File: config.mk
export PLATFORM = sky130hd
export DESIGN_NAME = ulpi_phy_startup_flat
export DESIGN_NICKNAME = d
export VERILOG_FILES = /design/src/design/ulpi_su_pkg.sv /design/src/design/ulpi_su_if.sv /design/src/design/ulpi_phy_startup.sv /design/src/flat_wrapper.sv
export VERILOG_INCLUDE_DIRS = /design/src /design/src/design
export SDC_FILE = /design/constraint.sdc
export NUM_CORES = 1
export LEC_CHECK = 0
export BUFFER_PORTS_ARGS = -buffer_cell sky130_fd_sc_hd__buf_2
export CORE_MARGIN = 4
export CORE_UTILIZATION = 43
export CTS_BUF_LIST = sky130_fd_sc_hd__clkbuf_8
export DETAILED_ROUTE_END_ITERATION = 12
export PLACE_DENSITY = 0.8
export SYNTH_ARGS = -nofsm -noshare
export SYNTH_HDL_FRONTEND = slang
export SYNTH_SLANG_ARGS = --single-unit
File: constraint.sdc
create_clock -name mclk_i -period 1.5 [get_ports mclk_i]
set_clock_uncertainty 0.1 [all_clocks]
set_input_delay 0 -clock mclk_i [delete_from_list [all_inputs] [get_ports mclk_i]]
set_output_delay 0 -clock mclk_i [all_outputs]
set_load 0.05 [all_outputs]
File: src/design/ulpi_su_cfg.svh
`ifndef ULPI_SU_CFG_SVH
`define ULPI_SU_CFG_SVH

// Clock and timing figures.
`define CLK_PERIOD_NS 4
`define RST_LOW_MIN_NS 1000
`define RST_LOW_CYC ((`RST_LOW_MIN_NS + `CLK_PERIOD_NS - 1) / `CLK_PERIOD_NS)
`define ID_WAIT_MS 50
`define ID_WAIT_CYC ((`ID_WAIT_MS * 1000000) / `CLK_PERIOD_NS)

// Interface register defaults and field positions.
`define OTG_CTRL_RST 8'h00
`define OTG_ID_BIAS_BIT 0
`define INT_STAT_RST 8'h00
`define INT_STAT_ID_GND_BIT 4
`define INT_STAT_LINE_LO 0
`define ULPI_IDLE 8'h00

`endif

File: src/design/ulpi_su_pkg.sv
package ulpi_su_pkg;

  typedef enum logic [2:0] {
    PHY_RESET    = 3'h0,
    PHY_WAIT_CLK = 3'h1,
    PHY_WAIT_PLL = 3'h2,
    PHY_WAIT_STP = 3'h3,
    PHY_SYNC     = 3'h4
  } phy_state_e;

  typedef enum logic [2:0] {
    LNK_RST_LOW  = 3'h0,
    LNK_WAIT_DIR = 3'h1,
    LNK_IDLE     = 3'h2,
    LNK_RUN      = 3'h3
  } lnk_state_e;

  typedef logic [7:0] ulpi_byte_t;

endpackage

File: src/design/ulpi_su_if.sv
`include "ulpi_su_cfg.svh"

interface ulpi_su_if;
  import ulpi_su_pkg::*;

  logic ext_reset_n;
  logic stp;
  logic dir;
  ulpi_byte_t phy_data;
  logic phy_data_oe;
  ulpi_byte_t lnk_data;
  logic lnk_data_oe;
  logic id_bias_enable;
  ulpi_byte_t int_status;
  logic id_int;
  ulpi_byte_t data_bus;

  // Resolved bus level; an undriven bus reads as the idle pattern.
  assign data_bus = phy_data_oe ? phy_data : (lnk_data_oe ? lnk_data : `ULPI_IDLE);

  modport phy (
    input ext_reset_n,
    input stp,
    input lnk_data,
    input lnk_data_oe,
    input id_bias_enable,
    output dir,
    output phy_data,
    output phy_data_oe,
    output int_status,
    output id_int
  );

  modport link (
    output ext_reset_n,
    output stp,
    output lnk_data,
    output lnk_data_oe,
    output id_bias_enable,
    input dir,
    input phy_data,
    input phy_data_oe,
    input int_status,
    input id_int
  );
endinterface

File: src/design/ulpi_phy_startup.sv
`include "ulpi_su_cfg.svh"

// Function
// - Release needs power-on reset and pin high
// - Core supply up loads register defaults
// - Pin low pulse resets registers, machines
// - Link always drives the reset pin
// - Link holds reset until supplies stable
// - Reset mode; no analog supply zeroes lines (lines not zeroed in reset mode from io supply loss alone)
// - Default operating state is synchronous mode
// - Start needs supplies, clock, pin high
// - Reset release accepted at any phase
// - Idle data and DIR high until lock
// - After lock, DIR falls once STP low
// - Link drives idle cycle after DIR falls
// - Start-up timed from first clock activity
// - Link biases ID, waits, reads status
// - ID status zero grounded, one floating
// - ID pulled low raises interrupt unbiased
// - ID status is interrupt status bit four
module ulpi_phy_startup
  import ulpi_su_pkg::*;
(
  input wire logic mclk_i,
  input wire logic resetn_i,
  input wire logic ce_i,
  input wire logic core_supply_ok_i,
  input wire logic io_supply_ok_i,
  input wire logic analog_supply_ok_i,
  input wire logic ref_clk_active_i,
  input wire logic pll_locked_i,
  input wire logic id_pin_i,
  input wire logic [1:0] line_raw_i,
  ulpi_su_if.phy lnk,
  output logic in_reset_o,
  output logic sync_mode_o,
  output logic id_bias_o,
  output logic id_grounded_o,
  output logic [1:0] line_state_o
);

  phy_state_e state_r;
  phy_state_e state_nxt;
  logic ext_meta_r;
  logic ext_sync_r;
  logic dir_r;
  logic id_prev_r;
  logic id_int_r;
  ulpi_byte_t regs_r [0:1];
  ulpi_byte_t otg_nxt;
  ulpi_byte_t stat_nxt;
  logic hold_reset;
  logic supplies_ok;
  logic dir_nxt;
  logic id_fall;
  logic [1:0] lines;

  always_ff @(posedge mclk_i or negedge resetn_i)
  begin
    if (!resetn_i)
    begin
      ext_meta_r <= 1'b0;
      ext_sync_r <= 1'b0;
    end
    else if (ce_i)
    begin
      ext_meta_r <= lnk.ext_reset_n;
      ext_sync_r <= ext_meta_r;
    end
  end

  assign hold_reset = !ext_sync_r || !core_supply_ok_i;
  assign supplies_ok = core_supply_ok_i && io_supply_ok_i;

  always_comb
  begin
    state_nxt = state_r;
    case (state_r)
      PHY_RESET:
        state_nxt = PHY_WAIT_CLK;
      PHY_WAIT_CLK:
        if (ref_clk_active_i && supplies_ok)
          state_nxt = PHY_WAIT_PLL;
      PHY_WAIT_PLL:
        if (pll_locked_i)
          state_nxt = PHY_WAIT_STP;
      PHY_WAIT_STP:
        if (!lnk.stp)
          state_nxt = PHY_SYNC;
      PHY_SYNC:
        state_nxt = PHY_SYNC;
      default:
        state_nxt = PHY_RESET;
    endcase
    if (hold_reset || !supplies_ok)
      state_nxt = PHY_RESET;
  end

  assign dir_nxt = (state_nxt == PHY_WAIT_PLL) || (state_nxt == PHY_WAIT_STP);

  assign lines = analog_supply_ok_i ? line_raw_i : 2'h0;

  assign id_fall = id_prev_r && !id_pin_i && (state_r == PHY_SYNC);

  assign otg_nxt = hold_reset ? `OTG_CTRL_RST :
                   {regs_r[0][7:1], lnk.id_bias_enable};

  always_comb
  begin
    stat_nxt = `INT_STAT_RST;
    if (!hold_reset)
    begin
      stat_nxt[`INT_STAT_ID_GND_BIT] = id_pin_i;
      stat_nxt[`INT_STAT_LINE_LO +: 2] = lines;
    end
  end

  // Data bus is only driven while DIR is high, so the link never fights it.
  always_ff @(posedge mclk_i or negedge resetn_i)
  begin
    if (!resetn_i)
    begin
      state_r <= PHY_RESET;
      dir_r <= 1'b0;
    end
    else if (ce_i)
    begin
      state_r <= state_nxt;
      dir_r <= dir_nxt;
    end
  end

  // The previous level resets to floating, so a release gives no false fall.
  always_ff @(posedge mclk_i or negedge resetn_i)
  begin
    if (!resetn_i)
    begin
      id_prev_r <= 1'b1;
      id_int_r <= 1'b0;
    end
    else if (ce_i)
    begin
      id_prev_r <= id_pin_i;
      id_int_r <= id_fall;
    end
  end

  always_ff @(posedge mclk_i or negedge resetn_i)
  begin
    if (!resetn_i)
    begin
      regs_r[0] <= `OTG_CTRL_RST;
      regs_r[1] <= `INT_STAT_RST;
    end
    else if (ce_i)
    begin
      regs_r[0] <= otg_nxt;
      regs_r[1] <= stat_nxt;
    end
  end

  always_ff @(posedge mclk_i or negedge resetn_i)
  begin
    if (!resetn_i)
    begin
      in_reset_o <= 1'b1;
      sync_mode_o <= 1'b0;
    end
    else if (ce_i)
    begin
      in_reset_o <= (state_nxt == PHY_RESET);
      sync_mode_o <= (state_nxt == PHY_SYNC);
    end
  end

  always_ff @(posedge mclk_i or negedge resetn_i)
  begin
    if (!resetn_i)
    begin
      id_bias_o <= 1'b0;
      id_grounded_o <= 1'b0;
      line_state_o <= 2'h0;
    end
    else if (ce_i)
    begin
      id_bias_o <= otg_nxt[`OTG_ID_BIAS_BIT];
      id_grounded_o <= !stat_nxt[`INT_STAT_ID_GND_BIT] && !hold_reset;
      line_state_o <= stat_nxt[`INT_STAT_LINE_LO +: 2];
    end
  end

  assign lnk.dir = dir_r;
  assign lnk.phy_data = `ULPI_IDLE;
  assign lnk.phy_data_oe = dir_r;
  assign lnk.int_status = regs_r[1];
  assign lnk.id_int = id_int_r;

endmodule

File: src/flat_wrapper.sv
// flat-port wrapper written by rule: the top's interface ports become plain ports
module ulpi_phy_startup_flat import ulpi_su_pkg::*;
  (mclk_i, resetn_i, ce_i, core_supply_ok_i, io_supply_ok_i, analog_supply_ok_i, ref_clk_active_i, pll_locked_i, id_pin_i, line_raw_i, in_reset_o, sync_mode_o, id_bias_o, id_grounded_o, line_state_o, lnk_ext_reset_n, lnk_stp, lnk_lnk_data, lnk_lnk_data_oe, lnk_id_bias_enable, lnk_dir, lnk_phy_data, lnk_phy_data_oe, lnk_int_status, lnk_id_int);
  ulpi_su_if lnk_i ();
  input wire logic mclk_i;
  input wire logic resetn_i;
  input wire logic ce_i;
  input wire logic core_supply_ok_i;
  input wire logic io_supply_ok_i;
  input wire logic analog_supply_ok_i;
  input wire logic ref_clk_active_i;
  input wire logic pll_locked_i;
  input wire logic id_pin_i;
  input wire logic [1:0] line_raw_i;
  output logic in_reset_o;
  output logic sync_mode_o;
  output logic id_bias_o;
  output logic id_grounded_o;
  output logic [1:0] line_state_o;
  input wire logic [$bits(lnk_i.ext_reset_n)-1:0] lnk_ext_reset_n;
  input wire logic [$bits(lnk_i.stp)-1:0] lnk_stp;
  input wire logic [$bits(lnk_i.lnk_data)-1:0] lnk_lnk_data;
  input wire logic [$bits(lnk_i.lnk_data_oe)-1:0] lnk_lnk_data_oe;
  input wire logic [$bits(lnk_i.id_bias_enable)-1:0] lnk_id_bias_enable;
  output wire logic [$bits(lnk_i.dir)-1:0] lnk_dir;
  output wire logic [$bits(lnk_i.phy_data)-1:0] lnk_phy_data;
  output wire logic [$bits(lnk_i.phy_data_oe)-1:0] lnk_phy_data_oe;
  output wire logic [$bits(lnk_i.int_status)-1:0] lnk_int_status;
  output wire logic [$bits(lnk_i.id_int)-1:0] lnk_id_int;
  assign lnk_i.ext_reset_n = lnk_ext_reset_n;
  assign lnk_i.stp = lnk_stp;
  assign lnk_i.lnk_data = lnk_lnk_data;
  assign lnk_i.lnk_data_oe = lnk_lnk_data_oe;
  assign lnk_i.id_bias_enable = lnk_id_bias_enable;
  assign lnk_dir = lnk_i.dir;
  assign lnk_phy_data = lnk_i.phy_data;
  assign lnk_phy_data_oe = lnk_i.phy_data_oe;
  assign lnk_int_status = lnk_i.int_status;
  assign lnk_id_int = lnk_i.id_int;
  ulpi_phy_startup u_core (.mclk_i(mclk_i), .resetn_i(resetn_i), .ce_i(ce_i), .core_supply_ok_i(core_supply_ok_i), .io_supply_ok_i(io_supply_ok_i), .analog_supply_ok_i(analog_supply_ok_i), .ref_clk_active_i(ref_clk_active_i), .pll_locked_i(pll_locked_i), .id_pin_i(id_pin_i), .line_raw_i(line_raw_i), .lnk(lnk_i), .in_reset_o(in_reset_o), .sync_mode_o(sync_mode_o), .id_bias_o(id_bias_o), .id_grounded_o(id_grounded_o), .line_state_o(line_state_o));
endmodule
Word-level counts from Yosys, hierarchy flattened. Cells that the tools add are included.

Eq/ne operators: 7. Muxes and demuxes: 9. Reductions and logical operators: 16.

Operators by type and width (count): 3-bit one-hot mux with 5 select lines (1); 3-bit by 2-bit == test with 1-bit output (second input constant) (4); 3-bit 2-to-1 mux (4); 3-bit == test (second input constant) (2); 1-bit zero test (6); 3-bit zero test (2); 1-bit logical AND (5); 2-bit 2-to-1 mux (2); 3-bit by 1-bit == test with 1-bit output (second input constant) (1); 1-bit logical OR (3); 1-bit 2-to-1 mux (2).

Bits in registers: 17. Input port bits: 23. Logic and storage cells: 44.

Longest topological paths before layout. Gate-level depths: netlist of run 1.

Depth after elaboration: 7. Gate-level depth with buffers: 4. Gate-level depth less buffers: 4.

Least setup slack after synthesis of run 1. Ideal clock, no wire load.

Path kind: reg-to-reg. Start point: reg u_core.state_r[0]. End point: reg u_core.in_reset_o. Library setup time: 0.062 ns. Data arrival time: 1.059 ns. Data required time: 1.338 ns. Path slack: 0.279 ns. Cell stages (with the launch flop): 5. Buffers on the path: 0. Clock period less this slack: 1.221 ns. Path through: dfrtp_1 > and4b_2 > a21o_2 > nand2_1 > o2111a_1.

Word-level cells in the longest chain between the ends: 4. Elaborated cells on any way between the ends: 11.

RTL lines: start: declaration (line ulpi_phy_startup.sv:42) `phy_state_e state_r;`; start signal: assignment (line ulpi_phy_startup.sv:128) `state_r <= state_nxt;`; 3-bit == test, or another cell as far along (line ulpi_phy_startup.sv:78) `case (state_r)`; 3-bit one-hot mux with 5 select lines * (line ulpi_phy_startup.sv:78); 3-bit 2-to-1 mux * (line ulpi_phy_startup.sv:95) `if (hold_reset || !supplies_ok)`; 3-bit zero test * (line ulpi_phy_startup.sv:171) `in_reset_o <= (state_nxt == PHY_RESET);`; end signal: assignment (line ulpi_phy_startup.sv:171); end: declaration (line ulpi_phy_startup.sv:35) `output logic in_reset_o,`.

Mark *: on every way between the ends. The rest lies on a longest branch, timed or not. A chain may end at the register's enable or synchronous reset.

Worst setup path in the final report of run 1.
Start point: reg u_core.ext_sync_r. End point: reg u_core.line_state_o[0].

Word-level cells in the longest chain between the ends: 3.

RTL lines: start: declaration (line ulpi_phy_startup.sv:45) `logic ext_sync_r;`; start signal: assignment (line ulpi_phy_startup.sv:68) `ext_sync_r <= ext_meta_r;`; 1-bit zero test (line ulpi_phy_startup.sv:72) `assign hold_reset = !ext_sync_r || !core_supply_ok_i;`; 1-bit logical OR (line ulpi_phy_startup.sv:72); 2-bit 2-to-1 mux (line ulpi_phy_startup.sv:111) `if (!hold_reset)`; end signal: assignment (line ulpi_phy_startup.sv:188) `` line_state_o <= stat_nxt[`INT_STAT_LINE_LO +: 2]; ``; end: declaration (line ulpi_phy_startup.sv:39) `output logic [1:0] line_state_o`.

No other way between the ends.

==> results.json, run 1 <==
{
  "syn_to_final_growth_pct": 26.7,
  "layout_min_cycle_time_ps": 1380,
  "cp-endpoint": "u_core.line_state_o[0]",
  "worstSetupStartpointType": "flop",
  "synthCells": 79,
  "post_cts_buffers": 0,
  "irDropWorstVdd_uv": 642,
  "rsz0062_at_grt": "false",
  "cap_violations": 0,
  "grt_max_degree": 16,
  "fin_nets": 135,
  "fp.coreArea_sq_um": 1710,
  "dpl.cell_count": 124,
  "antenna_left": 0,
  "synth.cell_area_sq_um": 769,
  "avgSynthCellArea_sq_um": 9.74,
  "ys_ff_latch": 15,
  "crit_fanout": 4,
  "placementRows": 15,
  "slowest_stage": "dlygate4sd3_1",
  "worstPathCellList": "nand3_1 -> o22ai_1 -> dlygate4sd3_1",
  "cts_tree": "done",
  "leakage_nw": 0.505,
  "clkTransAtPathRegs_ps": 60,
  "multi_input_area_sq_um": 259,
  "routed_via_density": 4.54,
  "cpPeakStageDelay_ps": 550,
  "r2r_slack_ps": 120,
  "worstSetupPathType": "flop to flop",
  "slew_violations": 0,
  "drive_gt1_frac": 0.333,
  "ys_seq_area_frac": 0.491,
  "cp-end-kind": "flop",
  "initial_core_util": 0.451,
  "clock-sinks": 15,
  "vias": 618,
  "synth_cell_types": 23,
  "async_flop_share": 1.00,
  "crit_start": "u_core.ext_sync_r",
  "die_width_microns": 50.3,
  "clockBufferDepth": 2,
  "fmax_mhz": 724,
  "firstDrtPassIters": 4,
  "globalplace.congestion": 0.667,
  "r2r_end": "u_core.line_state_o[0]",
  "r2r_cells": 3,
  "cts_buffers": 3,
  "grt_pass1_wl_microns": 2540,
  "synthFlopType": "dfrtp_1",
  "hold_viol": 0,
  "hold_start": "io_supply_ok_i",
  "track_usage": 0.131,
  "status": "finished clean",
  "synth_enable_flop_cells": 0,
  "wl_per_cell_microns": 10.8,
  "pre_cts_ws_ps": 220,
  "rr_startpoint": "u_core.ext_sync_r",
  "power.density_nw_per_um2": 1010,
  "p_total_mw": 0.984,
  "seq_area_sq_um": 378,
  "hold_path.class": "input pin to flop",
  "drcViolationCount": 0,
  "diodes": 0,
  "fill_cells": 147,
  "ys_top_cells_by_area": "dfrtp_1 42%, buf_4 16%, dfstp_2 6.8%",
  "antenna_found_initial": 0,
  "tns_ps": 0,
  "setup_violations": 0,
  "synth_top_area_cell": "dfrtp_1",
  "synth_warnings": 0,
  "required_ps": 1530,
  "dieArea_sq_um": 2530,
  "fin_util": 0.571,
  "final_cells": 136,
  "fin_crit_sh": 0.920,
  "synth_top_area_frac": 0.423,
  "routed_wl_microns": 1480,
  "die_h_microns": 50.3,
  "hpwl_microns": 1090,
  "portBuffers": 25,
  "clock_latency_ps": 240,
  "grt.overflow.total": 0,
  "ioPinCount": 48,
  "cts-root-buf": "clkbuf_8",
  "arrival_ps": 1410,
  "fin_ws_ps": 119,
  "cts.htree.levels": 1,
  "drtIter0Drc": 10,
  "grt_pass1_vias": 580
}
power by group:
group / switching (mW) / leakage [nW] / total, mW / internal [mW]
clock network: 0.130 / 0.0269 / 0.311 / 0.181
logic: 0.166 / 0.282 / 0.225 / 0.0590
registers: 0.0162 / 0.196 / 0.448 / 0.431
cell usage after synthesis, types with 2 or more instances:
cell type / n
dfrtp_1: 13
buf_4: 16
inv_1: 12
o21ai_0: 5
dfstp_2: 2
o22ai_1: 6
mux2_2: 3
nand2_1: 4
nand3_1: 4
worst min-delay path by stage:
stage | to | slack, ps | depth (start not counted)
6_report | u_core.state_r[0] | 30 | 4
3_3_place_gp | u_core.lnk.id_int | -190 | 1
3_5_place_dp | u_core.lnk.id_int | -180 | 1
2_1_floorplan | u_core.ext_meta_r | -400 | 0
4_1_cts | u_core.state_r[0] | 20 | 4
5_1_grt | u_core.state_r[0] | 50 | 4
critical path, delay by kind of cell (launching register included):
family / cells / cell delay, ps
AO/OA/AOI/OAI: 1 / 80
flip-flops: 1 / 410
buffers and inverters: 1 / 550
AND/OR/NAND/NOR: 1 / 120
cell families after synthesis:
family                 share of synthesized area
AOI/OAI and AO/OA                          0.127
buffers and inverters                      0.231
DFF                                        0.491
muxes                                     0.0569
other                                    0.00487
and+or+nand+nor                           0.0894
area by class of cell:
class / count / share of cell area
Clock inverter: 1 / 0.00385
Clock buffer: 3 / 0.0424
Inverter: 13 / 0.0501
Tap cell: 25 / 0.0321
Multi-Input combinational cell: 45 / 0.266
Timing Repair Buffer: 34 / 0.218
Sequential cell: 15 / 0.388
metrics by stage:
step	hold WS (ps)	instance area, sq um
3_3_place_gp	-188	850
3_5_place_dp	-185	850
5_1_grt	53.5	975
6_report	27.9	975
2_1_floorplan	-396	815
4_1_cts	23.1	975
placed cells by master (no fill, tap or decap):
cell,count
conb_1,13
o21ai_0,5
a21o_1,1
inv_1,13
buf_2,25
dfrtp_1,13
clkbuf_8,3
nand2_1,4
nand2b_1,1
mux2i_1,1
buf_4,1
inv_2,1
and4b_2,1
o22ai_1,6
o2111a_1,1
dlygate4sd3_1,8
a22oi_1,1
dfstp_2,2
nor2_1,1
a21o_2,1
or3_1,1
nand4_1,1
nand3_1,4
mux2_2,3
repair_timing:
| action | in CTS | in global routing |
|---|---|---|
| gates resized for setup | 0 | 0 |
| endpoints found under the hold margin | 23 | 0 |
| hold buffers | 8 | 0 |
sequential cells by signal, summed over array words and instances (netlist names):
signal                 cells
u_core.lnk.int_status      2
u_core.ext_meta_r          1
u_core.state_r             3
u_core.id_bias_o           1
u_core.in_reset_o          1
u_core.line_state_o        1
u_core.lnk.id_int          1
u_core.ext_sync_r          1
u_core.id_grounded_o       1
u_core.id_prev_r           1
u_core.sync_mode_o         1
u_core.lnk.dir             1
layer usage:
metal  track usage  share of wire  vias up
li1              -              -      295
met3        0.0326          0.086        5
met1         0.170           0.41      290
met4        0.0673          0.017        0
met2         0.202           0.48       28
met5             0              0        -
No activity file was read; power rests on OpenSTA's default activity.
==> inputs of run 2 (changes only) <==
--- a/config.mk
+++ b/config.mk
@@ -11,6 +11,7 @@
 export CORE_UTILIZATION = 43
 export CTS_BUF_LIST = sky130_fd_sc_hd__clkbuf_8
 export DETAILED_ROUTE_END_ITERATION = 12
+export HOLD_SLACK_MARGIN = 0.1
 export PLACE_DENSITY = 0.8
 export SYNTH_ARGS = -nofsm -noshare
 export SYNTH_HDL_FRONTEND = slang
==> results.json, run 2 (synthesized netlist as in run 1, its figures left out) <==
{
  "tns_ps": 0,
  "portBuffers": 25,
  "clock_latency_ps": 240,
  "cts_buffers": 3,
  "globalplace.congestion": 0.667,
  "status": "finished clean",
  "final_cells": 146,
  "placementRows": 15,
  "drcViolationCount": 0,
  "required_ps": 1530,
  "power.density_nw_per_um2": 944,
  "irDropWorstVdd_uv": 688,
  "fin_ws_ps": 85.4,
  "ioPinCount": 48,
  "max_slew_margin": 0.613,
  "share_comb_of_total_power": 0.250,
  "routed_via_density": 4.60,
  "cts_tree": "done",
  "antenna_found_initial": 0,
  "pwr-share-seq": 0.439,
  "clock-sinks": 15,
  "drive_gt1_frac": 0.314,
  "cap_violations": 0,
  "crit_fanout": 4,
  "fin_crit_sh": 0.943,
  "leakage_nw": 0.543,
  "fmax_mhz": 707,
  "hpwl_microns": 1090,
  "wl_per_cell_microns": 11.8,
  "diodes": 0,
  "firstDrtPassIters": 4,
  "setup_violations": 0,
  "layout_min_cycle_time_ps": 1410,
  "fp.coreArea_sq_um": 1710,
  "dieArea_sq_um": 2530,
  "syn_to_final_growth_pct": 40.7,
  "cts-root-buf": "clkbuf_8",
  "switching_share": 0.321,
  "routed_wl_microns": 1720,
  "hold_viol": 0,
  "hold_path.class": "input pin to flop",
  "clockBufferDepth": 2,
  "cts.htree.levels": 1,
  "regMostFlops": "u_core.state_r",
  "arrival_ps": 1440,
  "slew_violations": 0,
  "worst_pin_slew_ps": 579,
  "pre_cts_ws_ps": 220,
  "dpl.cell_count": 124,
  "initial_core_util": 0.451,
  "antenna_left": 0,
  "vias": 671,
  "switching_power_mw": 0.327,
  "rsz0062_at_grt": "false",
  "die_width_microns": 50.3,
  "final_cell_mix": "24 x buf_2, 18 x dlygate4sd3_1, 13 x inv_1, 13 x conb_1, 13 x dfrtp_1",
  "grt_pass1_wl_microns": 2900,
  "drtIter0Drc": 13,
  "whs_ps": 122,
  "worstSetupStartpointType": "input pin",
  "p_int_mw": 0.694,
  "grt_pass1_vias": 657,
  "grt_max_degree": 14,
  "largest_register_ffs": 3,
  "p_clk_frac": 0.311,
  "clkTransAtPathRegs_ps": 60,
  "grt.overflow.total": 0,
  "cp-end-kind": "flop",
  "final_common_cell": "buf_2",
  "post_cts_buffers": 0,
  "fin_nets": 145,
  "worstSetupPathType": "input pin to flop",
  "die_h_microns": 50.3,
  "track_usage": 0.152
}
==> run 2: cell types whose count changed in the layout (fill, tap and decap cells not counted) <==
cell,before,now
buf_2,25,24
buf_4,1,2
dlygate4sd3_1,8,18
nand3_1,4,3
nand3_2,0,1
==> run 2: routing by layer <==
| layer | part of all wire | up-vias | global-route usage |
|---|---|---|---|
| met1 | 0.41 | 311 | 0.197 |
| met5 | 0 | - | 0 |
| li1 | - | 316 | - |
| met3 | 0.093 | 7 | 0.0297 |
| met2 | 0.47 | 37 | 0.237 |
| met4 | 0.031 | 0 | 0.0852 |
==> run 2: layout make-up <==
cell class              count  area [sq um]
clock buffers               3          41.3
clock inverters             1          3.75
fillers                   135           626
inverters                  13          48.8
multi-input cells          45           264
flip-flops and latches     15           378
well taps                  25          31.3
repair buffers             44           315
==> run 2: power by group through the flow <==
stage / Sequential (mW) / Combinational [mW] / Clock, mW
floorplan: 0.491 / 0.153 / 0
finish: 0.449 / 0.256 / 0.317
global route: 0.452 / 0.271 / 0.345
CTS: 0.447 / 0.250 / 0.320
detailed placement: 0.454 / 0.209 / 0
global placement: 0.453 / 0.207 / 0
==> run 2: timing repair <==
item                       CTS  global route
setup endpoints to repair    0             3
hold endpoints to repair    24             0
hold buffers                18             0
resized for setup            0             2
==> run 2: stage by stage <==
stage / total power, mW / cell area [sq um] / util
3_5_place_dp: 0.664 / 850 / 0.497
5_1_grt: 1.07 / 1080 / 0.634
2_1_floorplan: 0.644 / 815 / -
6_report: 1.02 / 1080 / 0.634
4_1_cts: 1.02 / 1070 / 0.629
3_3_place_gp: 0.660 / 850 / 0.497
==> run 2: final timing paths <==
check                                  start                  endpoint  slack (ps)  depth (start not counted)
min                             pll_locked_i         u_core.state_r[0]         120                          5
min reg2reg                u_core.ext_meta_r         u_core.ext_meta_r         410                          1
min in group asynchronous           resetn_i          u_core.id_prev_r         140                          2
max in group asynchronous           resetn_i  u_core.lnk.int_status[1]         170                          3
max reg2reg                u_core.ext_sync_r  u_core.lnk.int_status[4]          90                          3
max                         core_supply_ok_i      u_core.id_grounded_o          90                          5
==> run 2: worst max-delay path: stages <==
cell           delay (ps)
dlygate4sd3_1         550
buf_4                 160
nand3_2                80
o22ai_1                80
dlygate4sd3_1         570
